**src/include/dtc_pkg.sv**
```systemverilog
// Purpose: Shared constants and types for the dual timer/counter input control block
// Assumes: One oscillator clock, byte-wide special-function register port
// Notes: Every offset, field position, reset value and count lives here
// Overview of operation
// - Timer function adds one to the count every machine cycle while enabled.
// - A machine cycle is six oscillator periods.
// - Counter function counts falling transitions on the timer's own event pin.
// - Event pin sampled once per machine cycle; count on high sample then low.
// - New count shows in the machine cycle after the detected transition.
// - Edge detection spans two machine cycles, capping event rate at one twelfth.
// - Two-bit field picks four modes; mode 3 differs between the timers.
// - Mode register: second timer in bits 7..4, first timer in bits 3..0.
// - Mode register at address 89H, byte-written only, cleared by reset.
// - Gating set: count only while gating pin high and run bit set.
// - Gating clear: count whenever run bit set, gating pin ignored.
// - Function bit clear counts internal clock; set counts event pin.
// - Mode codes: 13-bit, 16-bit, 8-bit auto-reload, split mode 3.
// - Run bits sit at control bit 6 (second) and bit 4 (first).
// - Overflow sets flag; vector acknowledge or software write clears it.
// - Mode 0 count is high byte plus low five bits, flags on rollover.
package dtc_pkg;
	// ==========================================================
	// Register addresses
	localparam logic [7:0] MODE_REG_ADDR = 8'h89;
	localparam logic [7:0] TCON_ADDR = 8'h88;
	localparam logic [7:0] CNT_LO_ADDR [2] = '{8'h8a, 8'h8b};
	localparam logic [7:0] CNT_HI_ADDR [2] = '{8'h8c, 8'h8d};
	// ==========================================================
	// Reset values
	localparam logic [7:0] MODE_REG_RESET = 8'h00;
	localparam logic [7:0] CNT_RESET = 8'h00;
	localparam logic [1:0] TCON_BITS_RESET = 2'h0;
	// ==========================================================
	// Mode register field layout, per timer nibble
	localparam int MODE_FIELD_W = 4;
	localparam int GATE_BIT = 3;
	localparam int FUNC_BIT = 2;
	localparam int MODE_LO_BIT = 0;
	// ==========================================================
	// Control register bit positions
	localparam int OVF1_BIT = 7;
	localparam int RUN1_BIT = 6;
	localparam int OVF0_BIT = 5;
	localparam int RUN0_BIT = 4;
	// ==========================================================
	// Timing
	localparam int OSC_PER_MC = 6;
	// ==========================================================
	// Operating modes
	typedef enum logic [1:0] {
		MODE_13 = 2'b00,
		MODE_16 = 2'b01,
		MODE_RELOAD = 2'b10,
		MODE_SPLIT = 2'b11
	} dtc_mode_t;
endpackage

```
**src/include/dtc_cnt_if.sv**
```systemverilog
// Purpose: Carrier between the control top and one count core
// Assumes: Single clock domain
// Notes: Strobes are one-cycle pulses
`timescale 1ns/1ps
interface dtc_cnt_if;
	dtc_pkg::dtc_mode_t mode;
	logic inc_lo;
	logic inc_hi;
	logic wr_lo;
	logic wr_hi;
	logic [7:0] wdata;
	logic [7:0] tl;
	logic [7:0] th;
	logic ovf_lo;
	logic ovf_hi;
	modport ctl (output mode, inc_lo, inc_hi, wr_lo, wr_hi, wdata, input tl, th, ovf_lo, ovf_hi);
	modport core (input mode, inc_lo, inc_hi, wr_lo, wr_hi, wdata, output tl, th, ovf_lo, ovf_hi);
endinterface

```
**src/dtc_timer_core.sv**
```systemverilog
// Purpose: One timer's count bytes and per-mode count structure
// Assumes: Increment strobes already qualified by run, gating and source
// Notes: Software byte writes win over a count in the same cycle
`timescale 1ns/1ps
module dtc_timer_core #(
	parameter bit IS_FIRST = 1'b1
) (
	// Clock and reset
	input wire logic clk_in,
	input wire logic rst_in,
	// Control side
	dtc_cnt_if.core cnt
);
	logic [7:0] tl_q, tl_d, th_q, th_d;
	logic [12:0] c13;
	logic [15:0] c16;
	logic ovf_lo, ovf_hi;

	// ==========================================================
	// Next count per mode
	always_comb begin
		tl_d = tl_q;
		th_d = th_q;
		ovf_lo = 1'b0;
		ovf_hi = 1'b0;
		c13 = {th_q, tl_q[4:0]} + 13'h0001;
		c16 = {th_q, tl_q} + 16'h0001;
		if (cnt.inc_lo) begin
			unique case (cnt.mode)
				dtc_pkg::MODE_13: begin
					// Upper three low-byte bits are left alone
					th_d = c13[12:5];
					tl_d[4:0] = c13[4:0];
					ovf_lo = &{th_q, tl_q[4:0]};
				end
				dtc_pkg::MODE_16: begin
					{th_d, tl_d} = c16;
					ovf_lo = &{th_q, tl_q};
				end
				dtc_pkg::MODE_RELOAD: begin
					if (&tl_q) begin
						tl_d = th_q;
						ovf_lo = 1'b1;
					end else begin
						tl_d = tl_q + 8'h01;
					end
				end
				dtc_pkg::MODE_SPLIT: begin
					// Second timer never gets a strobe here
					if (IS_FIRST) begin
						tl_d = tl_q + 8'h01;
						ovf_lo = &tl_q;
					end
				end
			endcase
		end
		// High byte as separate machine-cycle timer
		if (cnt.inc_hi) begin
			th_d = th_q + 8'h01;
			ovf_hi = &th_q;
		end
		if (cnt.wr_lo) begin
			tl_d = cnt.wdata;
		end
		if (cnt.wr_hi) begin
			th_d = cnt.wdata;
		end
	end

	// Count bytes
	always_ff @(posedge clk_in) begin
		if (rst_in) begin
			tl_q <= dtc_pkg::CNT_RESET;
			th_q <= dtc_pkg::CNT_RESET;
		end else begin
			tl_q <= tl_d;
			th_q <= th_d;
		end
	end

	assign cnt.tl = tl_q;
	assign cnt.th = th_q;
	assign cnt.ovf_lo = ovf_lo;
	assign cnt.ovf_hi = ovf_hi;

	// ==========================================================
	// Checks
	a_hold_idle: assert property (@(posedge clk_in) disable iff (rst_in)
		(!cnt.inc_lo && !cnt.inc_hi && !cnt.wr_lo && !cnt.wr_hi) |=> $stable({tl_q, th_q}))
		else $error("count moved without strobe");
	a_mode0_roll: assert property (@(posedge clk_in) disable iff (rst_in)
		(cnt.inc_lo && cnt.mode == dtc_pkg::MODE_13 && th_q == 8'hff && tl_q[4:0] == 5'h1f
		&& !cnt.wr_lo && !cnt.wr_hi && !cnt.inc_hi) |-> ovf_lo ##1 (th_q == 8'h00 && tl_q[4:0] == 5'h00))
		else $error("13-bit rollover wrong");
	a_reload_load: assert property (@(posedge clk_in) disable iff (rst_in)
		(cnt.inc_lo && cnt.mode == dtc_pkg::MODE_RELOAD && tl_q == 8'hff && !cnt.wr_lo && !cnt.wr_hi)
		|=> (tl_q == $past(th_q) && th_q == $past(th_q)))
		else $error("auto-reload wrong");
endmodule

```
**src/dtc_top.sv**
```systemverilog
// Purpose: Input selection, gating and count enable for two timer/counters
// Assumes: Oscillator is mclk_in; pins synchronous to it; byte SFR port
// Notes: Register reads appear on the data output one cycle after the address
`timescale 1ns/1ps
module dtc_top #(
	parameter int OSC_PER_MC = dtc_pkg::OSC_PER_MC
) (
	// Clock and reset
	input wire logic mclk_in,
	input wire logic rst_in,
	// Special-function register port
	input wire logic [7:0] sfr_addr_in,
	input wire logic sfr_wr_in,
	input wire logic [7:0] sfr_wdata_in,
	output logic [7:0] sfr_rdata_out,
	// Event and gating pins
	input wire logic first_event_input_in,
	input wire logic second_event_input_in,
	input wire logic first_external_gating_pin_in,
	input wire logic second_external_gating_pin_in,
	// Interrupt vector acknowledges
	input wire logic first_vector_ack_in,
	input wire logic second_vector_ack_in,
	// Overflow flags
	output logic first_overflow_flag_out,
	output logic second_overflow_flag_out
);
	localparam int DW = $clog2(OSC_PER_MC);
	localparam logic [DW-1:0] MC_LAST = DW'(OSC_PER_MC - 1);

	logic [7:0] mode_reg_q, mode_reg_d;
	logic [1:0] run_q, run_d, flag_q, flag_d;
	logic [DW-1:0] div_q, div_d;
	logic [1:0] ev_prev_q, ev_prev_d, fall_q, fall_d;
	logic [7:0] rdata_q, rdata_d;
	logic [1:0] ev_pin, gate_pin, ack;
	logic [1:0] en, inc_lo, ovf_lo, ovf_hi, ovf_ev;
	logic [7:0] cnt_lo [2];
	logic [7:0] cnt_hi [2];
	logic tick, split, th0_inc;

	assign ev_pin = {second_event_input_in, first_event_input_in};
	assign gate_pin = {second_external_gating_pin_in, first_external_gating_pin_in};
	assign ack = {second_vector_ack_in, first_vector_ack_in};

	// ==========================================================
	// Machine cycle: one tick per six oscillator periods
	assign tick = (div_q == MC_LAST);

	// First timer in mode 3 borrows the second run bit and flag
	assign split = (mode_reg_q[dtc_pkg::MODE_LO_BIT +: 2] == dtc_pkg::MODE_SPLIT);
	assign th0_inc = tick & run_q[1] & split;
	assign ovf_ev[0] = ovf_lo[0];
	assign ovf_ev[1] = split ? ovf_hi[0] : ovf_lo[1];

	// ==========================================================
	// Per-timer source selection, gating and count core
	generate
		for (genvar i = 0; i < 2; i++) begin : g_tmr
			localparam int B = i * dtc_pkg::MODE_FIELD_W;
			dtc_pkg::dtc_mode_t mode;
			logic gate, func;
			dtc_cnt_if cif();

			// Field decode, second timer in the upper nibble
			assign mode = dtc_pkg::dtc_mode_t'(mode_reg_q[B + dtc_pkg::MODE_LO_BIT +: 2]);
			assign gate = mode_reg_q[B + dtc_pkg::GATE_BIT];
			assign func = mode_reg_q[B + dtc_pkg::FUNC_BIT];

			// Gated or free run; second timer in mode 3 is stopped
			assign en[i] = run_q[i] & (~gate | gate_pin[i])
				& ~(i == 1 && mode == dtc_pkg::MODE_SPLIT);
			// Machine cycles or registered falling edge
			assign inc_lo[i] = tick & en[i] & (func ? fall_q[i] : 1'b1);

			assign cif.mode = mode;
			assign cif.inc_lo = inc_lo[i];
			assign cif.inc_hi = (i == 0) ? th0_inc : 1'b0;
			assign cif.wr_lo = sfr_wr_in && (sfr_addr_in == dtc_pkg::CNT_LO_ADDR[i]);
			assign cif.wr_hi = sfr_wr_in && (sfr_addr_in == dtc_pkg::CNT_HI_ADDR[i]);
			assign cif.wdata = sfr_wdata_in;
			assign cnt_lo[i] = cif.tl;
			assign cnt_hi[i] = cif.th;
			assign ovf_lo[i] = cif.ovf_lo;
			assign ovf_hi[i] = cif.ovf_hi;

			dtc_timer_core #(
				.IS_FIRST(i == 0)
			) u_core (
				.clk_in(mclk_in),
				.rst_in(rst_in),
				.cnt(cif.core)
			);

			// Checks per timer
			a_gate_blocks: assert property (@(posedge mclk_in) disable iff (rst_in)
				(gate && !gate_pin[i]) |-> !inc_lo[i])
				else $error("gated timer counted with pin low");
			a_run_free: assert property (@(posedge mclk_in) disable iff (rst_in)
				(tick && !gate && run_q[i] && !func && !(i == 1 && mode == dtc_pkg::MODE_SPLIT))
				|-> inc_lo[i])
				else $error("ungated timer missed a machine cycle");
			a_timer_step: assert property (@(posedge mclk_in) disable iff (rst_in)
				(inc_lo[i] && !func && mode == dtc_pkg::MODE_16 && !sfr_wr_in)
				|=> {cnt_hi[i], cnt_lo[i]} == $past({cnt_hi[i], cnt_lo[i]}) + 16'h0001)
				else $error("timer did not step by one");
			a_event_rate: assert property (@(posedge mclk_in) disable iff (rst_in)
				(inc_lo[i] && func) |=> (!inc_lo[i]) [*8] ##1 (!inc_lo[i]) [*3])
				else $error("event counted faster than one per two cycles");
			a_edge_sample: assert property (@(posedge mclk_in) disable iff (rst_in)
				(tick && !(ev_prev_q[i] && !ev_pin[i])) |=> !fall_q[i])
				else $error("edge registered without high-low samples");
			a_edge_count: assert property (@(posedge mclk_in) disable iff (rst_in)
				(tick && func && ev_prev_q[i] && !ev_pin[i]) ##1 (!tick) [*5]
				##1 (tick && en[i] && func) |-> inc_lo[i])
				else $error("detected edge not counted next machine cycle");
			a_flag_set: assert property (@(posedge mclk_in) disable iff (rst_in)
				ovf_ev[i] |=> flag_q[i])
				else $error("overflow did not set flag");
			c_event_count: cover property (@(posedge mclk_in) disable iff (rst_in)
				inc_lo[i] && func);
			c_overflow: cover property (@(posedge mclk_in) disable iff (rst_in)
				ovf_ev[i] && ack[i]);
		end
	endgenerate

	// ==========================================================
	// Next-state for control registers, sampling and read data
	always_comb begin
		mode_reg_d = mode_reg_q;
		run_d = run_q;
		flag_d = flag_q;
		ev_prev_d = ev_prev_q;
		fall_d = fall_q;
		div_d = tick ? '0 : div_q + DW'(1);
		// One sample per machine cycle, edge held for the next one
		if (tick) begin
			ev_prev_d = ev_pin;
			fall_d = ev_prev_q & ~ev_pin;
		end
		if (sfr_wr_in) begin
			if (sfr_addr_in == dtc_pkg::MODE_REG_ADDR) begin
				mode_reg_d = sfr_wdata_in;
			end
			if (sfr_addr_in == dtc_pkg::TCON_ADDR) begin
				run_d = {sfr_wdata_in[dtc_pkg::RUN1_BIT], sfr_wdata_in[dtc_pkg::RUN0_BIT]};
				flag_d = {sfr_wdata_in[dtc_pkg::OVF1_BIT], sfr_wdata_in[dtc_pkg::OVF0_BIT]};
			end
		end
		// Clear by vector, but an overflow in the same cycle wins
		flag_d = (flag_d & ~ack) | ovf_ev;
		// Read mux; unmapped addresses read zero
		rdata_d = 8'h00;
		if (sfr_addr_in == dtc_pkg::MODE_REG_ADDR) begin
			rdata_d = mode_reg_q;
		end
		if (sfr_addr_in == dtc_pkg::TCON_ADDR) begin
			rdata_d[dtc_pkg::OVF1_BIT] = flag_q[1];
			rdata_d[dtc_pkg::RUN1_BIT] = run_q[1];
			rdata_d[dtc_pkg::OVF0_BIT] = flag_q[0];
			rdata_d[dtc_pkg::RUN0_BIT] = run_q[0];
		end
		for (int k = 0; k < 2; k++) begin
			if (sfr_addr_in == dtc_pkg::CNT_LO_ADDR[k]) begin
				rdata_d = cnt_lo[k];
			end
			if (sfr_addr_in == dtc_pkg::CNT_HI_ADDR[k]) begin
				rdata_d = cnt_hi[k];
			end
		end
	end

	// Registers; mode register clears on any reset
	always_ff @(posedge mclk_in) begin
		if (rst_in) begin
			mode_reg_q <= dtc_pkg::MODE_REG_RESET;
			run_q <= dtc_pkg::TCON_BITS_RESET;
			flag_q <= dtc_pkg::TCON_BITS_RESET;
			div_q <= '0;
			ev_prev_q <= 2'h0;
			fall_q <= 2'h0;
			rdata_q <= 8'h00;
		end else begin
			mode_reg_q <= mode_reg_d;
			run_q <= run_d;
			flag_q <= flag_d;
			div_q <= div_d;
			ev_prev_q <= ev_prev_d;
			fall_q <= fall_d;
			rdata_q <= rdata_d;
		end
	end

	assign sfr_rdata_out = rdata_q;
	assign first_overflow_flag_out = flag_q[0];
	assign second_overflow_flag_out = flag_q[1];

	// ==========================================================
	// Global checks
	a_tick_period: assert property (@(posedge mclk_in) disable iff (rst_in)
		tick |=> (!tick) [*5] ##1 tick)
		else $error("machine cycle is not six clocks");
	a_mode_reset: assert property (@(posedge mclk_in)
		rst_in |=> (mode_reg_q == dtc_pkg::MODE_REG_RESET && run_q == 2'h0))
		else $error("mode register not cleared by reset");
	a_mode_read: assert property (@(posedge mclk_in) disable iff (rst_in)
		(sfr_addr_in == dtc_pkg::MODE_REG_ADDR) |=> sfr_rdata_out == $past(mode_reg_q))
		else $error("mode register read wrong");
	a_split_stop: assert property (@(posedge mclk_in) disable iff (rst_in)
		(mode_reg_q[dtc_pkg::MODE_FIELD_W + dtc_pkg::MODE_LO_BIT +: 2] == dtc_pkg::MODE_SPLIT)
		|-> !inc_lo[1])
		else $error("second timer ran in mode 3");
	c_split_hi: cover property (@(posedge mclk_in) disable iff (rst_in)
		th0_inc && ovf_hi[0]);
endmodule

```
**config.mk**
```make
export PLATFORM = sky130hd
export DESIGN_NAME = dtc_top
export DESIGN_NICKNAME = d
export VERILOG_FILES = /design/src/include/dtc_pkg.sv /design/src/include/dtc_cnt_if.sv /design/src/dtc_timer_core.sv /design/src/dtc_top.sv
export SDC_FILE = /design/constraint.sdc
export NUM_CORES = 1
export LEC_CHECK = 0
export ABC_CLOCK_PERIOD_IN_PS = 2300
export BUFFER_PORTS_ARGS = -buffer_cell sky130_fd_sc_hd__buf_2
export CORE_MARGIN = 1.5
export CORE_UTILIZATION = 40
export CTS_CLUSTER_DIAMETER = 50
export DETAILED_ROUTE_END_ITERATION = 16
export GPL_ROUTABILITY_DRIVEN = 0
export PLACE_DENSITY_LB_ADDON = 0.3
export SETUP_SLACK_MARGIN = 0.05
export SLEW_MARGIN = 15
export SYNTH_ARGS = -nofsm -noshare
export SYNTH_HDL_FRONTEND = slang
export SYNTH_SLANG_ARGS = --single-unit
```
**constraint.sdc**
```tcl
create_clock -name mclk_in -period 2.3 [get_ports mclk_in]
set_clock_uncertainty 0.2 [all_clocks]
set_input_delay 0.23 -clock mclk_in [delete_from_list [all_inputs] [get_ports mclk_in]]
set_output_delay 0.23 -clock mclk_in [all_outputs]
set_load 0.01 [all_outputs]
```
==> results.rst <==
.. list-table::
   :header-rows: 1

   * - Metric
     - Value
   * - Final count of pins violating max slew
     - 0
   * - Root cell of the clock tree
     - sky130_fd_sc_hd__clkbuf_8
   * - Delay contributed by the slowest stage of the critical path
     - 0.41 ns
   * - Per-cell routed wire length
     - 18.8 um
   * - Library cell occupying the most area in the post-synthesis netlist
     - sky130_fd_sc_hd__dfxtp_1
   * - Count of vias placed by the detailed router
     - 4221
   * - Number of rows created at floorplan
     - 35
   * - Count of different cell masters after synthesis
     - 64
   * - Critical path fanouts, max
     - 6
   * - Global Route met1 Usage
     - 0.370
   * - Clock transition time at the flip-flop clock pins of the worst setup and hold paths
     - 0.07 ns
   * - Most repeated library cell on the critical path
     - sky130_fd_sc_hd__buf_4
   * - First-pass GRT wire length
     - 20700 um
   * - Layout area overhead
     - 26.8%
   * - Ports placed on the boundary
     - 35
   * - Share of flip-flops with an asynchronous set or reset after synthesis
     - 0
   * - Post-Layout Inst Area
     - 4960 um2
   * - Maximum number of pins on one net before global-route repair
     - 38
   * - Post-Syn Instances
     - 476
   * - Crit-path leading delay family
     - compound AO/OA/AOI/OAI gates
   * - Worst setup path category
     - flop to flop
   * - Antenna violations before repair
     - 0
   * - WP data required
     - 2.31 ns
   * - Primary flip-flop cell chosen by synthesis mapping
     - sky130_fd_sc_hd__dfxtp_1
   * - Final WL
     - 13000 um
   * - Number of cells after detailed placement
     - 669
   * - Number of nets produced by synthesis
     - 515
   * - Number of clock buffers inserted by TritonCTS
     - 9
   * - Count of flip-flops with a built-in enable after synthesis
     - 0
   * - Max-cap violations
     - 0
   * - Top post-synthesis cells by area
     - sky130_fd_sc_hd__dfxtp_1, sky130_fd_sc_hd__nor2_1, sky130_fd_sc_hd__mux2i_1
   * - Starting DRC count in detailed routing
     - 368
   * - Power density over the cells
     - 433 nW/um2
   * - Number of synthesis warnings
     - 0
   * - Buffering stage count on the worst path with inverters included
     - 3
   * - Top cell types by occurrence after synthesis
     - sky130_fd_sc_hd__dfxtp_1, sky130_fd_sc_hd__nor2_1, sky130_fd_sc_hd__nand2_1
   * - Maximum buffer depth of the clock tree
     - 2
   * - Global-route met3 utilization
     - 0.0677
   * - RSZ-0062 raised after global routing
     - true
   * - Sequential fraction of the synthesis area
     - 0.302
   * - Number of iterations in the first detailed-routing pass
     - 5
   * - Worst hold-check path type
     - input pin to flop
   * - Global-route layer with the greatest usage
     - met2
   * - Maximum achievable frequency
     - 454 MHz
   * - Total die area
     - 10400 um2
   * - Dpl cell area
     - 4560 um2
   * - Category of the worst setup path launch point
     - flop
   * - Core area
     - 9370 um2
   * - Final period util
     - 0.958
   * - Final hold violations
     - 0
   * - Global Route met2 Usage
     - 0.380
   * - Most instantiated library cell after synthesis
     - sky130_fd_sc_hd__dfxtp_1
   * - Insertion delay to the later sink of the worst-skew pair
     - 0.35 ns
   * - CTS tree
     - built
   * - Die Ht
     - 102 um
   * - Arrival time of the worst setup path
     - 2.22 ns
   * - Min cycle time layout
     - 2.20 ns
   * - H-tree depth reported by CTS
     - 3
   * - Maximum VDD drop
     - 0.000369 V
   * - Overall die width
     - 102 um
   * - Estimated wirelength of the detail-placed design
     - 9530 um
   * - Element type at the critical path end
     - flop
   * - Worst-path cell with the longest stage delay
     - sky130_fd_sc_hd__o41ai_1
   * - Worst Tran Pin Value
     - 0.580 ns
   * - Run status
     - finished, final reports clean
   * - Detailed-route vias per instance
     - 6.11
   * - Number of sinks driven by the clock tree
     - 59
   * - GRT Total Usage
     - 0.259
   * - Via count of the first global-routing pass
     - 3895
   * - Leakage
     - 1.83 nW
   * - Post-Syn Area
     - 3910 um2
   * - Final Setup Violations
     - 0
   * - Buffers added on ports
     - 34
   * - DRC
     - 0
   * - Cell depth of the worst min-delay path
     - 3
   * - Fraction of layout cells with a size suffix above 1
     - 0.270
   * - Fraction of synthesized cell area taken by the top area cell type
     - 0.302
   * - Count of nets left with antenna violations after detail routing
     - 0
   * - Net total in the final layout
     - 596
   * - Initial Utilization
     - 0.418
   * - Count of non-filler cells in the finished layout
     - 691
   * - Total number of cells along the worst setup path
     - 8
   * - Overflow after GRT
     - 0
   * - Count of inserted antenna diode cells
     - 0
   * - Post-synthesis sequential element count
     - 59
   * - Cells traversed along the worst timing path
     - buf_4 -> buf_4 -> ha_1 -> o21ai_0 -> buf_4 -> a21oi_1 -> a211oi_1 -> o41ai_1
   * - Count of cells along the worst register-to-register path
     - 8
   * - Headroom to the max-slew limit
     - 0.614
   * - Syn avg cell area
     - 8.22 um2
flip-flops by register name, indices dropped and copies added (netlist names):
name / flops
div_q: 3
ev_prev_q: 2
fall_q: 2
flag_q: 2
g_tmr.u_core.cnt.th: 16
g_tmr.u_core.cnt.tl: 16
mode_reg_q: 8
run_q: 2
sfr_rdata_out: 8
power breakdown:
| part | switching [mW] | internal [mW] |
|---|---|---|
| clock | 0.459 | 0.500 |
| combinational | 0.0869 | 0.0597 |
| sequential | 0.0111 | 1.03 |
| total | 0.557 | 1.59 |
cells by family after synthesis:
logic type / count (synthesis) / share of synthesized area
flops: 59 / 0.302
compound gates: 131 / 0.237
buf+inv: 37 / 0.0409
xor+xnor: 9 / 0.0201
simple gates: 203 / 0.283
mux: 23 / 0.0726
fa+ha+maj: 14 / 0.0448
timing repair:
| item | CTS | global route |
|---|---|---|
| pin swaps | 2 | 6 |
| hold buffers | 5 | 0 |
| hold endpoints to repair | 8 | 0 |
| endpoints found under the setup margin | 6 | 24 |
| cloned | 0 | 0 |
| gates resized for setup | 4 | 36 |
| buffers inserted | 1 | 0 |
worst reg2reg max path: cells and delay by family, from the launching register on:
kind / cells / cell delay (ns)
fa+ha+maj: 1 / 0.24
buf+inv: 3 / 0.43
compound gates: 4 / 0.81
flops: 1 / 0.38
path summary, 6_finish.rpt:
check	startpoint	slack, ns	end
setup / recovery	mode_reg_q[1]	0.1	g_tmr[0].u_core.cnt.tl[0]
hold / removal	sfr_wdata_in[1]	0.005	mode_reg_q[1]
setup reg to reg	mode_reg_q[1]	0.1	g_tmr[0].u_core.cnt.tl[0]
hold reg to reg	ev_prev_q[0]	0.26	ev_prev_q[0]
cell usage in the layout (no fill, tap or decap), drive strengths merged, types with 4 or more instances in the layout:
cell	Yosys	layout
inv	13	13
nand2	40	40
xnor2	6	6
o22ai	5	5
and4	6	6
nand3b	4	4
or2	4	4
a221oi	5	5
mux4	4	4
o41ai	5	5
a21oi	21	21
a311oi	4	4
dfxtp	59	59
nand4	10	10
clkbuf	14	10
nor3	19	19
nand3	12	12
buf	10	89
o31ai	5	5
mux2i	19	19
a31oi	5	5
o221ai	4	4
o21ai	19	19
nor4	6	6
o21bai	4	4
nor2	53	53
and2	8	8
or4	7	7
o2111ai	5	5
ha	14	14
nor3b	4	4
a211oi	19	19
nand2b	8	8
and3	9	9
dlygate4sd3	0	5
a22oi	8	8
per-stage QoR:
| step | hold slack [ns] | setup TNS (ns) | setup slack [ns] | utilization | power, mW |
|---|---|---|---|---|---|
| detailed placement | 0.247 | 0 | 0.0364 | 0.487 | 1.19 |
| CTS | 0.00694 | 0 | 0.0608 | 0.516 | 2.15 |
| finish | 0.00483 | 0 | 0.0957 | 0.530 | 2.15 |
| global placement | 0.243 | 0 | 0.0525 | 0.487 | 1.19 |
| global route | 0.0369 | -0.00284 | -0.00284 | 0.530 | 2.22 |
| floorplan | 0.166 | 0 | 0.0535 | - | 1.13 |
layer usage:
layer,up-vias,share of wire
li1,1982,-
met4,0,0.022
met3,25,0.10
met5,-,0
met2,221,0.44
met1,1993,0.44
layout make-up:
type	instances	area, um2
flip-flops and latches	59	1190
clock inverters	6	66.3
multi-input cells	380	2710
fillers	888	4410
repair buffers	94	658
clock buffers	10	128
well taps	129	161
inverters	13	48.8
(Power assumes the default switching activity.)
